**config.mk**
```make
export PLATFORM = sky130hd
export DESIGN_NAME = pushbutton_ldo_system_control
export DESIGN_NICKNAME = d
export VERILOG_FILES = /design/src/hw/pbctl_pkg.sv /design/src/hw/pb_timer_if.sv /design/src/hw/button_timer.sv /design/src/hw/pushbutton_ldo_system_control.sv
export SDC_FILE = /design/constraint.sdc
export NUM_CORES = 1
export LEC_CHECK = 0
export BUFFER_PORTS_ARGS = -buffer_cell sky130_fd_sc_hd__buf_2
export CAP_MARGIN = 20
export CORE_ASPECT_RATIO = 0.75
export CORE_UTILIZATION = 45
export CTS_CLUSTER_SIZE = 16
export DETAILED_ROUTE_END_ITERATION = 8
export HOLD_SLACK_MARGIN = 0.05
export PLACE_DENSITY = 0.65
export SYNTH_ARGS = -nofsm -noshare
export SYNTH_HDL_FRONTEND = slang
export SYNTH_SLANG_ARGS = --single-unit
```
**constraint.sdc**
```tcl
create_clock -name clk_in -period 3.95 [get_ports clk_in]
set_clock_uncertainty 0.05 [all_clocks]
set_input_delay 1.185 -clock clk_in [delete_from_list [all_inputs] [get_ports clk_in]]
set_output_delay 1.185 -clock clk_in [all_outputs]
set_load 0.02 [all_outputs]
```
**src/hw/pbctl_pkg.sv**
```systemverilog
// Constants and types shared by the system control block and its button timer
package pbctl_pkg;
    // ==========================================================
    // Register map
    localparam logic [7:0] ADDR_REG_OUT = 8'h1d;
    localparam logic [7:0] ADDR_PB_TIMING = 8'h30;
    localparam logic [7:0] ADDR_CTRL_FIRST = 8'h35;
    localparam logic [7:0] ADDR_CTRL_SECOND = 8'h36;
    localparam logic [7:0] RST_REG_OUT = 8'hb0;
    localparam logic [7:0] RST_PB_TIMING = 8'h2a;
    localparam logic [7:0] RST_CTRL_FIRST = 8'h10;
    localparam logic [7:0] RST_CTRL_SECOND = 8'h00;
    // ==========================================================
    // Field positions
    localparam int OUT_EN_BIT = 7;
    localparam int VCODE_LSB = 2;
    localparam int TYPE_BIT = 1;
    localparam int GATE_BIT = 7;
    localparam int WAKE1_BIT = 6;
    localparam int WAKE2_BIT = 5;
    localparam int WARN_LSB = 3;
    localparam int HOLD_LSB = 1;
    localparam int STORE_BIT = 7;
    localparam int RESTART_LSB = 4;
    localparam int MASK_BIT = 2;
    localparam int PWRCYC_BIT = 1;
    localparam int DEFAULT_BIT = 0;
    // ==========================================================
    // Output voltage
    localparam logic [11:0] BASE_MV = 12'd600;
    localparam logic [11:0] STEP_MV = 12'd100;
    // ==========================================================
    // Timing: clock period in ns, durations in milliseconds counted on a 1 ms tick
    localparam int CLK_PERIOD_NS = 50;
    localparam int NS_PER_MS = 1_000_000;
    localparam int MS_CYCLES = NS_PER_MS / CLK_PERIOD_NS;
    localparam logic [13:0] WAKE1_SHORT_MS = 14'd125;
    localparam logic [13:0] WAKE1_LONG_MS = 14'd500;
    localparam logic [13:0] WAKE2_SHORT_MS = 14'd1000;
    localparam logic [13:0] WAKE2_LONG_MS = 14'd2000;
    localparam logic [13:0] WARN_STEP_MS = 14'd500;
    localparam logic [13:0] HOLD_MS [4] = '{14'd4000, 14'd8000, 14'd10000, 14'd14000};
    localparam logic [13:0] RESTART_MS [4] = '{14'd600, 14'd1200, 14'd2400, 14'd5000};
    localparam logic [1:0] DEBOUNCE_TICKS = 2'd2;
    typedef enum logic {PWR_ON, PWR_RESTART} power_state_t;
endpackage

```
**src/hw/pb_timer_if.sv**
```systemverilog
// Link between the register logic and the pushbutton timer
`timescale 1ns/100ps
interface pb_timer_if;
    logic button_high;
    logic vin_valid;
    logic gate;
    logic wake1_sel;
    logic wake2_sel;
    logic [1:0] warn_code;
    logic [1:0] hold_code;
    logic ms_tick;
    logic wake1;
    logic wake2;
    logic warn;
    logic power_cycle_request;
    modport ctl (output button_high, vin_valid, gate, wake1_sel, wake2_sel, warn_code, hold_code,
                 input ms_tick, wake1, wake2, warn, power_cycle_request);
    modport tmr (input button_high, vin_valid, gate, wake1_sel, wake2_sel, warn_code, hold_code,
                 output ms_tick, wake1, wake2, warn, power_cycle_request);
endinterface

```
**src/hw/button_timer.sv**
```systemverilog
// Pushbutton debounce and press duration timer
`timescale 1ns/100ps
module button_timer #(
    parameter int MS_CYCLES = pbctl_pkg::MS_CYCLES
) (
    input wire logic clk_in,
    input wire logic rst_in,
    pb_timer_if.tmr pb
);
    typedef struct packed {
        logic [14:0] pre;
        logic tick;
        logic low;
        logic [1:0] bounce;
        logic [13:0] held;
        logic fired;
        logic wake1;
        logic wake2;
        logic warn;
        logic rst;
    } tmr_state_t;

    tmr_state_t s;
    tmr_state_t next_s;
    logic [13:0] w1_ms;
    logic [13:0] w2_ms;
    logic [13:0] hold_ms;
    logic [13:0] warn_ms;

    assign w1_ms = pb.wake1_sel ? pbctl_pkg::WAKE1_LONG_MS : pbctl_pkg::WAKE1_SHORT_MS;
    assign w2_ms = pb.wake2_sel ? pbctl_pkg::WAKE2_LONG_MS : pbctl_pkg::WAKE2_SHORT_MS;
    assign hold_ms = pbctl_pkg::HOLD_MS[pb.hold_code];
    assign warn_ms = hold_ms - (14'(pb.warn_code) + 14'd1) * pbctl_pkg::WARN_STEP_MS;

    always_comb begin
        logic [13:0] held1;
        held1 = s.held + 14'd1;
        next_s = s;
        next_s.wake1 = 1'b0;
        next_s.wake2 = 1'b0;
        next_s.warn = 1'b0;
        next_s.rst = 1'b0;
        next_s.tick = (s.pre == 15'(MS_CYCLES - 1));
        next_s.pre = next_s.tick ? 15'd0 : s.pre + 15'd1;
        if (s.tick) begin
            // Level must differ on consecutive ticks before it is believed
            if (!pb.button_high != s.low) begin
                if (s.bounce == pbctl_pkg::DEBOUNCE_TICKS - 2'd1) begin
                    next_s.low = !pb.button_high;
                    next_s.bounce = 2'd0;
                end else begin
                    next_s.bounce = s.bounce + 2'd1;
                end
            end else begin
                next_s.bounce = 2'd0;
            end
            if (!s.low) begin
                next_s.held = 14'd0;
                next_s.fired = 1'b0;
            end else if (s.held != 14'h3fff) begin
                next_s.held = held1;
                next_s.wake1 = (held1 == w1_ms);
                next_s.wake2 = (held1 == w2_ms);
                next_s.warn = (held1 == warn_ms);
                // A gated reset waits, still held, for valid input until held reaches 16383 ms
                if (held1 >= hold_ms && !s.fired && (!pb.gate || pb.vin_valid)) begin
                    next_s.rst = 1'b1;
                    next_s.fired = 1'b1;
                end
            end
        end
    end

    always_ff @(posedge clk_in or posedge rst_in) begin
        if (rst_in) begin
            s <= '0;
        end else begin
            s <= next_s;
        end
    end

    assign pb.ms_tick = s.tick;
    assign pb.wake1 = s.wake1;
    assign pb.wake2 = s.wake2;
    assign pb.warn = s.warn;
    assign pb.power_cycle_request = s.rst;
endmodule

```
**src/hw/pushbutton_ldo_system_control.sv**
```systemverilog
// System control registers for output regulator, pushbutton and device resets
`timescale 1ns/100ps
module pushbutton_ldo_system_control #(
    parameter int MS_CYCLES = pbctl_pkg::MS_CYCLES
) (
    input wire logic clk_in,
    input wire logic rst_in,
    input wire logic [7:0] reg_addr_in,
    input wire logic [7:0] reg_wdata_in,
    input wire logic reg_wr_in,
    input wire logic reg_rd_in,
    output logic [7:0] reg_rdata_out,
    input wire logic pushbutton_input_in,
    input wire logic vin_valid_in,
    input wire logic int_request_in,
    output logic output_enable_out,
    output logic [4:0] output_voltage_code_out,
    output logic [11:0] output_voltage_mv_out,
    output logic load_switch_output_out,
    output logic rails_off_out,
    output logic storage_mode_out,
    output logic int_out,
    output logic wake1_out,
    output logic wake2_out,
    output logic reset_warning_out,
    output logic button_reset_out
);
    typedef struct packed {
        logic [7:0] r_out;
        logic [7:0] r_pb;
        logic [7:0] r_c0;
        logic [7:0] r_c1;
        logic [7:0] rdata;
        logic btn1;
        logic btn2;
        logic vin1;
        logic vin2;
        pbctl_pkg::power_state_t pstate;
        logic [13:0] restart_ms;
        logic [1:0] restart_code;
        logic storage;
        logic intr;
        logic [11:0] mv;
    } ctl_state_t;

    localparam ctl_state_t RESET_STATE = '{
        r_out: pbctl_pkg::RST_REG_OUT,
        r_pb: pbctl_pkg::RST_PB_TIMING,
        r_c0: pbctl_pkg::RST_CTRL_FIRST,
        r_c1: pbctl_pkg::RST_CTRL_SECOND,
        rdata: 8'h00,
        btn1: 1'b1,
        btn2: 1'b1,
        vin1: 1'b0,
        vin2: 1'b0,
        pstate: pbctl_pkg::PWR_ON,
        restart_ms: 14'd0,
        restart_code: 2'd0,
        storage: 1'b0,
        intr: 1'b0,
        mv: 12'd1800
    };

    ctl_state_t s;
    ctl_state_t next_s;
    logic wr_out_reg;
    logic wr_c0;
    logic cycle_req;
    logic default_req;

    pb_timer_if pb ();

    button_timer #(
        .MS_CYCLES(MS_CYCLES)
    ) u_timer (
        .clk_in(clk_in),
        .rst_in(rst_in),
        .pb(pb)
    );

    // ==========================================================
    // Timer configuration
    assign pb.button_high = s.btn2;
    assign pb.vin_valid = s.vin2;
    assign pb.gate = s.r_pb[pbctl_pkg::GATE_BIT];
    assign pb.wake1_sel = s.r_pb[pbctl_pkg::WAKE1_BIT];
    assign pb.wake2_sel = s.r_pb[pbctl_pkg::WAKE2_BIT];
    assign pb.warn_code = s.r_pb[pbctl_pkg::WARN_LSB +: 2];
    assign pb.hold_code = s.r_pb[pbctl_pkg::HOLD_LSB +: 2];

    assign wr_out_reg = reg_wr_in && reg_addr_in == pbctl_pkg::ADDR_REG_OUT;
    assign wr_c0 = reg_wr_in && reg_addr_in == pbctl_pkg::ADDR_CTRL_FIRST;
    assign cycle_req = pb.power_cycle_request || (wr_c0 && reg_wdata_in[pbctl_pkg::PWRCYC_BIT]);
    assign default_req = wr_c0 && reg_wdata_in[pbctl_pkg::DEFAULT_BIT];

    // ==========================================================
    // Next state
    always_comb begin
        next_s = s;
        next_s.btn1 = pushbutton_input_in;
        next_s.btn2 = s.btn1;
        next_s.vin1 = vin_valid_in;
        next_s.vin2 = s.vin1;
        if (reg_wr_in) begin
            if (reg_addr_in == pbctl_pkg::ADDR_REG_OUT) begin
                next_s.r_out = reg_wdata_in;
            end else if (reg_addr_in == pbctl_pkg::ADDR_PB_TIMING) begin
                next_s.r_pb = reg_wdata_in;
            end else if (reg_addr_in == pbctl_pkg::ADDR_CTRL_FIRST) begin
                next_s.r_c0 = reg_wdata_in;
                // Request bits act once and never read back as set
                next_s.r_c0[pbctl_pkg::PWRCYC_BIT] = 1'b0;
                next_s.r_c0[pbctl_pkg::DEFAULT_BIT] = 1'b0;
            end else if (reg_addr_in == pbctl_pkg::ADDR_CTRL_SECOND) begin
                next_s.r_c1 = reg_wdata_in;
            end
        end
        if (reg_rd_in) begin
            if (reg_addr_in == pbctl_pkg::ADDR_REG_OUT) begin
                next_s.rdata = s.r_out;
            end else if (reg_addr_in == pbctl_pkg::ADDR_PB_TIMING) begin
                next_s.rdata = s.r_pb;
            end else if (reg_addr_in == pbctl_pkg::ADDR_CTRL_FIRST) begin
                next_s.rdata = s.r_c0;
            end else if (reg_addr_in == pbctl_pkg::ADDR_CTRL_SECOND) begin
                next_s.rdata = s.r_c1;
            end else begin
                next_s.rdata = 8'h00;
            end
        end
        if (cycle_req || default_req) begin
            next_s.r_out = pbctl_pkg::RST_REG_OUT;
            next_s.r_pb = pbctl_pkg::RST_PB_TIMING;
            next_s.r_c0 = pbctl_pkg::RST_CTRL_FIRST;
            next_s.r_c1 = pbctl_pkg::RST_CTRL_SECOND;
        end
        case (s.pstate)
            pbctl_pkg::PWR_ON: begin
                if (cycle_req) begin
                    next_s.pstate = pbctl_pkg::PWR_RESTART;
                    next_s.restart_ms = 14'd0;
                    // Delay is taken from the setting in force before defaults land
                    next_s.restart_code = s.r_c0[pbctl_pkg::RESTART_LSB +: 2];
                end
            end
            pbctl_pkg::PWR_RESTART: begin
                // A fresh request while the rails are down starts the delay over
                if (cycle_req) begin
                    next_s.restart_ms = 14'd0;
                    next_s.restart_code = s.r_c0[pbctl_pkg::RESTART_LSB +: 2];
                end else if (pb.ms_tick) begin
                    if (s.restart_ms + 14'd1 >= pbctl_pkg::RESTART_MS[s.restart_code]) begin
                        next_s.pstate = pbctl_pkg::PWR_ON;
                    end else begin
                        next_s.restart_ms = s.restart_ms + 14'd1;
                    end
                end
            end
            default: begin
                next_s.pstate = pbctl_pkg::PWR_ON;
            end
        endcase
        next_s.storage = s.r_c0[pbctl_pkg::STORE_BIT] && !s.vin2 && s.btn2;
        next_s.intr = (int_request_in || pb.wake1 || pb.wake2 || pb.warn) && !s.r_c0[pbctl_pkg::MASK_BIT];
        next_s.mv = pbctl_pkg::BASE_MV
            + 12'(next_s.r_out[pbctl_pkg::VCODE_LSB +: 5]) * pbctl_pkg::STEP_MV;
    end

    always_ff @(posedge clk_in or posedge rst_in) begin
        if (rst_in) begin
            s <= RESET_STATE;
        end else begin
            s <= next_s;
        end
    end

    // ==========================================================
    // Outputs
    assign reg_rdata_out = s.rdata;
    assign rails_off_out = (s.pstate == pbctl_pkg::PWR_RESTART);
    assign output_enable_out = s.r_out[pbctl_pkg::OUT_EN_BIT] && !rails_off_out;
    assign output_voltage_code_out = s.r_out[pbctl_pkg::VCODE_LSB +: 5];
    assign output_voltage_mv_out = s.mv;
    assign load_switch_output_out = s.r_out[pbctl_pkg::TYPE_BIT];
    assign storage_mode_out = s.storage;
    assign int_out = s.intr;
    assign wake1_out = pb.wake1;
    assign wake2_out = pb.wake2;
    assign reset_warning_out = pb.warn;
    assign button_reset_out = pb.power_cycle_request;
endmodule

```
# == Word level (Yosys, flattened, before mapping) ==
# Index checks and enable logic that the tools add are counted.
# word_totals
register_bits,113
in_bits,23
out_inout_bits,34
word_cells,135
# classes
add_sub_neg,7
multipliers,2
magnitude_cmp,4
eq_ne,20
muxes,38
n_bitwise,3
reduce_logical,35
# ops
cell,n
$mux W14,6
$mux W8,9
$mux W32,2
$bmux W14 S2,2
$mux W15,3
$eq A14 B14 Y1,3
$pmux W17 S2,1
$add A14 B1 Y14 const B,2
$ge A14 B14 Y1,2
$eq A8 B6 Y1 const B,3
$mux W24,1
$mux W19,1
$mux W17,1
$mux W16,1
$add A15 B1 Y15 const B,1
$eq A15 B15 Y1 const B,1
$mul A14 B7 Y12 const B,1
$ne A14 B14 Y1 const B,1
$sub A14 B14 Y14,1
$add A10 B12 Y12 const A,1
$reduce_and A3 Y1,4
$mux W11,1
$mul A5 B5 Y10 const B,1
$reduce_bool A2 Y1,5
other kinds (22),55

# == Longest topological paths before layout ==
# Gate-level depths: netlist of run 1.
# depth
ltp_word,11
ltp_mapped,17

# == By module ==
# From an unflattened synthesis of run 1, not the netlist that was laid out.
# hier_totals
cells_unflattened,773
area_unflattened_um2,7154.4
# by_module_without_submodules
mod,n_inst,cells_each,area_each_um2,seq_area_each_um2
pushbutton_ldo_system_control,1,447,4251.6,1767.9
button_timer,1,326,2902.8,950.9

# == Worst setup path after synthesis of run 1 ==
# No wires, ideal clock.
# synth_path
kind,input port to flip-flop
from,in reg_addr_in[7]
to,reg s (netlist bit output_voltage_mv_out[11])
setup_ns,0.125
t_arrival_ns,4.447
required_time_ns,3.775
slack_ns,-0.672
stages,15
path_buffers,2
path_cell_list,nor3b_2 > and4b_1 > buf_2 > a31o_2 > clkbuf_1 > a21oi_1 > ha_1 > ha_1 > ha_1 > inv_1 > fa_1 > or3_1 > a21oi_1 > xnor2_1 > xnor2_1
# synth_lines
element,line_no,source
from (decl),pushbutton_ldo_system_control.sv:8,"input wire logic [7:0] reg_addr_in,"
to (signal assigned),pushbutton_ldo_system_control.sv:173,s <= next_s;
to (decl),pushbutton_ldo_system_control.sv:64,ctl_state_t s;

==> results of run 1 <==
==> through the flow <==
| stage | TNS, ps | setup WS (ps) | hold WS [ps] | util |
|---|---|---|---|---|
| CTS | -16.76 | -16.76 | 312.1 | 0.5196 |
| global route | -190.1 | -109.1 | 314.2 | 0.5270 |
| detailed placement | -1349 | -516.0 | 297.8 | 0.4976 |
| finish | -43.19 | -22.30 | 308.6 | 0.5270 |
| floorplan | -511.9 | -348.7 | 281.2 | - |
| global placement | -854.7 | -374.0 | 297.2 | 0.4976 |
==> cell families after synthesis <==
| logic type | Yosys count | share of synthesized area |
|---|---|---|
| simple gates | 267 | 0.1967 |
| compound gates | 150 | 0.1359 |
| flops | 108 | 0.3876 |
| buf+inv | 86 | 0.06242 |
| xor+xnor | 72 | 0.09096 |
| fa+ha+maj | 66 | 0.1188 |
| mux | 5 | 0.007134 |
| other cells | 1 | 0.0005345 |
==> power by group <==
part | switching (W) | total [W] | internal, W
combinational | 0.000267 | 0.000471 | 0.000203
clock | 0.000430 | 0.000930 | 0.000499
sequential | 0.0000409 | 0.00121 | 0.00117
==> how the worst max path moves through the flow <==
stage	end	startpoint
floorplan	output_voltage_mv_out[11]$_DFF_PP0_	reg_addr_in[2]
global placement	output_voltage_mv_out[11]$_DFF_PP0_	reg_addr_in[7]
detailed placement	output_voltage_mv_out[11]$_DFF_PP0_	reg_addr_in[7]
CTS	output_voltage_mv_out[11]$_DFF_PP0_	reg_addr_in[2]
global route	output_voltage_mv_out[11]$_DFF_PP0_	reg_addr_in[0]
finish	output_voltage_mv_out[11]$_DFF_PP0_	reg_addr_in[0]
==> cell usage in the layout (no fill, tap or decap), types with 8 or more instances in the layout <==
master     count
dfrtp_1       95
nand2_1       71
nand3_1       59
ha_1          58
a21oi_1       53
buf_2         52
nor2_1        45
xnor2_1       44
buf_4         35
inv_1         32
o21ai_0       31
xor2_1        24
and3_1        15
dfstp_2       13
nand4_1       11
nand2b_1      11
a21o_1         9
a22o_1         9
clkbuf_16      9
a221oi_1       8
==> timing repair <==
action                                  4_1_cts  5_1_grt
resized for setup                             7       11
endpoints found under the setup margin        1        2
cloned                                        0        0
buffers inserted                              1        3
pin swaps                                     9       13
==> final cells by class <==
| class | count | share of cell area |
|---|---|---|
| well taps | 205 | 0.03197 |
| clock inverters | 6 | 0.008888 |
| multi-input cells | 562 | 0.5016 |
| clock buffers | 10 | 0.02854 |
| inverters | 35 | 0.01684 |
| repair buffers | 92 | 0.07329 |
| flip-flops and latches | 108 | 0.3388 |
==> registers in the layout, summed over array words and instances (netlist names), 2 cells and up <==
register                 cells
output_voltage_mv_out        9
u_timer.s                   33
reg_rdata_out                8
pb.hold_code                 2
s                           33
output_voltage_code_out      5
pb.warn_code                 2
next_s                       2
==> layer usage <==
layer | vias up | share of wire | GRT usage
met5 | - | 0 | 0
met4 | 0 | 0.011 | 0.05357
met3 | 14 | 0.038 | 0.03374
met2 | 144 | 0.46 | 0.3333
met1 | 2751 | 0.49 | 0.2935
li1 | 2726 | - | -
==> impl_metrics.yaml, run 1 <==
run_status:
  status: "finished, violations left"
  violations: "setup timing"
logic_synthesis:
  netlist_top_cells_area: "dfrtp_1, ha_1, xnor2_1"
  async_reset_ff_frac: 1.000
  ys_warn_count: 0
  yosysSeqAreaShare: 0.3876
  synth.most_common_cell: "dfrtp_1"
  synth_edf_count: 0
  synth.distinct_cells: 67
  syn_inst: 755
  ys_seq_elements: 108
  synth.top_cell.area_share: 0.3389
  synthTopCellsByCount: "dfrtp_1, nand2_1, ha_1"
  synth.cell_area_sq_um: 7015
  synth_top_area_cell: "dfrtp_1"
  ys.flop_type: "dfrtp_1"
  avgSynthCellArea_sq_um: 9.292
clock_tree:
  cts_max_level: 3
  cts_buffers: 9
  clk_path_buf_depth: 2
  cts_sinks: 108
  clk_latency_ps: 360
  clkTransAtPathRegs_ps: 70
  cts_tree: "yes"
  root_buffer: "clkbuf_16"
  holdBufCountCts: 0
hold_path:
  hold_path_end: "pb.button_high$_DFF_PP1_"
  min-delay-start: "next_s[33]$_DFF_PP1_"
  min_path_type: "reg2reg"
  whs_path_depth: 0
job:
  maxCapViolCount: 0
critical_path:
  worstSetupPathType: "in2reg"
  end_kind: "flop"
  cp_top_family: "adder cells"
  path_buf_inv: 2
  worstReg2RegStart: "pb.warn_code[0]$_DFFE_PP1P_"
  critPathRequiredTime_ps: 4190
  cp_num_cells: 15
  cpMaxStageDelayCell: "or3_4"
  critPathMaxFanout: 4
  cp_slowest_stage_delay_ps: 380
  r2r_slack_ps: 360
  crit_chain: "buf_2, and3b_2, and4b_2, a31o_4, a21oi_4, ha_4, ha_4, ha_4, inv_2, fa_2, xor2_2, or3_4, a21oi_2, xnor2_1, xnor2_1"
  ff2ff_path_depth: 12
  r2r_end: "u_timer.pb.warn$_DFF_PP0_"
  crit_top_cell: "ha_4"
  critical_path_arrival_ps: 4210
  start_kind: "input pin"
layout:
  multiInputGateArea_sq_um: 4025
  nets: 897
  num_antenna_cells: 0
  syn_to_final_growth_pct: 14.37
  final-seq-area_sq_um: 2719
  drive_gt1_frac: 0.2005
  fillers: 1390
  fin_area_sq_um: 8024
  fin_cells: 1018
routing:
  postRouteAntennaNets: 0
  via_count: 5635
  firstDrtPassIters: 5
  drc_errors: 0
  routed_via_density: 5.535
  drt_wl_total_microns: 16440
  drtIter0Drc: 375
  wire_per_inst_microns: 16.15
global_route:
  grt.total_usage: 0.2078
  grt_overflow_total: 0
  antenna_found_initial: 0
  grt_pass1_wl_microns: 26490
  grt_max_degree: 109
  grt_pass1_vias: 5281
timing:
  rsz0062_at_grt: "true"
  tightest_slew_ps: 867.6
  setup_slack_ps: -22.30
  setup_viol: 2
  fmax_mhz: 251.7
  max-slew-margin-rel: 0.4177
  hold_viol: 0
  fin_crit_sh: 1.006
  slew_violations: 0
  period_minus_slack_ps: 3972
floorplanning:
  fp.dieW_microns: 146.2
  io_pins: 57
  die_h_microns: 110.1
  die_area_sq_um: 16100
  core_sq_um: 15220
  rows: 39
  initial_utilization: 0.4608
place:
  dp_cells: 998
  place_area_sq_um: 7576
  gp_congestion: 0.8864
  dpl.hpwl_microns: 12010
  portBuffers: 54
power_and_ir_drop:
  ir_drop_mv: 0.2475
  p_leak_nw: 3.668
  powerDensity_nw_per_um2: 325.0
  power_w: 0.002608
No activity file was read; power rests on OpenSTA's default activity.
==> run 2, diff against run 1 <==
--- a/config.mk
+++ b/config.mk
@@ -11,8 +11,11 @@
 export CORE_UTILIZATION = 45
 export CTS_CLUSTER_SIZE = 16
 export DETAILED_ROUTE_END_ITERATION = 8
+export GPL_TIMING_DRIVEN = 0
 export HOLD_SLACK_MARGIN = 0.05
 export PLACE_DENSITY = 0.65
+export SLEW_MARGIN = 20
 export SYNTH_ARGS = -nofsm -noshare
 export SYNTH_HDL_FRONTEND = slang
 export SYNTH_SLANG_ARGS = --single-unit
+export TNS_END_PERCENT = 5
==> run 2 against run 1 <==
The flow still finishes with violations (setup timing). Worst setup slack lost 110 ps. Critical path depth grew 1. Routed wire length grew 5.3%. Combinational power grew 4.9%. Register-to-register slack lost 150 ps. Design area grew 3.5%. Worst hold slack lost 4.6 ps. Sequential power is essentially flat. Critical path type unchanged.
==> impl_metrics.yaml, run 2 (synthesis gave the netlist of run 1 again) <==
clock_tree:
  clk_latency_ps: 360
  holdBufCountCts: 0
  clk_path_buf_depth: 2
  cts_buffers: 9
  cts_max_level: 3
  root_buffer: "clkbuf_16"
  clkTransAtPathRegs_ps: 80
  cts_tree: "yes"
  cts_sinks: 108
job:
  maxCapViolCount: 0
floorplanning:
  die_area_sq_um: 16100
  rows: 39
  core_sq_um: 15220
  fp.dieW_microns: 146.2
  io_pins: 57
  initial_utilization: 0.4608
  die_h_microns: 110.1
timing:
  setup_viol: 3
  fin_crit_sh: 1.035
  slew_violations: 0
  fmax_mhz: 244.7
  max-slew-margin-rel: 0.4211
  rsz0062_at_grt: "true"
  tightest_slew_ps: 861.2
  hold_viol: 0
  tns_ps: -143.9
  whs_ps: 304.0
  setup_slack_ps: -136.8
  period_minus_slack_ps: 4087
place:
  dpl.hpwl_microns: 12350
  dpl_worst_slack_ps: -990.5
  portBuffers: 53
  place_area_sq_um: 7686
  gp_congestion: 0.8847
layout:
  fin_area_sq_um: 8305
  fillers: 1369
  drive_gt1_frac: 0.2237
  multiInputGateArea_sq_um: 4066
  num_antenna_cells: 0
  mostFrequentLayoutCells: "dfrtp_1, nand2_1, buf_2"
  final-seq-area_sq_um: 2719
  nets: 929
  final_common_cell: "dfrtp_1"
  syn_to_final_growth_pct: 18.39
routing:
  via_count: 5878
  routed.top_layer: "met4"
  drtIter0Drc: 387
  wl_met2_microns: 7766
  drc_errors: 0
  firstDrtPassIters: 5
  postRouteAntennaNets: 0
  routed_via_density: 5.598
  wire_per_inst_microns: 16.48
  wl_met1_microns: 8228
  wl_met3_microns: 992
  drt_wl_total_microns: 17300
global_route:
  grt_pass1_wl_microns: 27410
  grt.total_usage: 0.2169
  grt_pass1_vias: 5538
  grt_max_degree: 36
  grt_overflow_total: 0
  antenna_found_initial: 0
power_and_ir_drop:
  powerDensity_nw_per_um2: 327.9
  power_w: 0.002723
  p_leak_nw: 3.824
  ir_drop_mv: 0.2595
critical_path:
  crit_top_cell: "ha_4"
  crit_chain: "buf_8, and3b_2, and4b_2, a31oi_4, nand2b_4, inv_4, ha_4, ha_4, ha_4, inv_2, fa_2, xor2_2, or3_4, a21oi_2, xnor2_1, xnor2_1"
  r2r_end: "u_timer.pb.warn$_DFF_PP0_"
  critPathMaxFanout: 4
  worstSetupPathType: "in2reg"
  ff2ff_path_depth: 12
  cpMaxStageDelayCell: "fa_2"
  cp_top_family: "adder cells"
  critPathRequiredTime_ps: 4190
  cp_slowest_stage_delay_ps: 380
  startpoint: "reg_addr_in[0]"
  worstReg2RegStart: "pb.warn_code[0]$_DFFE_PP1P_"
  critical_path_arrival_ps: 4330
  path_buf_inv: 3
  end_kind: "flop"
  start_kind: "input pin"
  r2r_slack_ps: 210
hold_path:
  hold_path_end: "pb.vin_valid$_DFF_PP0_"
  min_path_type: "reg2reg"
  min-delay-start: "next_s[31]$_DFF_PP0_"
  whs_path_depth: 0
run_status:
  status: "finished, violations left"
  violations: "setup timing"
-- run 2: final cells by class --
class | count | area share
multi-input cells | 562 | 0.4896
plain buffers | 48 | 0.03540
repair buffers | 76 | 0.05996
clock buffers | 9 | 0.02712
clock inverters | 7 | 0.01311
flip-flops and latches | 108 | 0.3274
well taps | 205 | 0.03088
inverters | 35 | 0.01657
-- run 2: power by group --
group / leakage (nW) / switching (W) / internal [W]
sequential: 1.37 / 0.0000458 / 0.00117
clock: 0.161 / 0.000449 / 0.000567
combinational: 2.30 / 0.000267 / 0.000227
-- run 2: worst max path at each step --
stage / to / cells after the start
floorplan: output_voltage_mv_out[11]$_DFF_PP0_ / 16
global placement: output_voltage_mv_out[11]$_DFF_PP0_ / 16
detailed placement: output_voltage_mv_out[11]$_DFF_PP0_ / 16
CTS: output_voltage_mv_out[11]$_DFF_PP0_ / 17
global route: output_voltage_mv_out[11]$_DFF_PP0_ / 16
finish: output_voltage_mv_out[11]$_DFF_PP0_ / 16
-- run 2: per-layer routing --
layer / up-vias / global-route usage
met4: 0 / 0.07813
li1: 2791 / -
met3: 28 / 0.04033
met2: 209 / 0.3395
met5: - / 0
met1: 2850 / 0.3018
-- run 2: repair_timing --
action / in CTS / in global routing
endpoints found under the setup margin: 5 / 3
pin swaps: 12 / 13
gates resized for setup: 15 / 13
buffers inserted: 16 / 4
-- run 2: per-stage QoR --
stage / instances / utilization
finish: 1050 / 0.5455
global route: 1050 / 0.5455
floorplan: 756 / -
global placement: 1014 / 0.5009
detailed placement: 1017 / 0.5048
CTS: 1047 / 0.5395
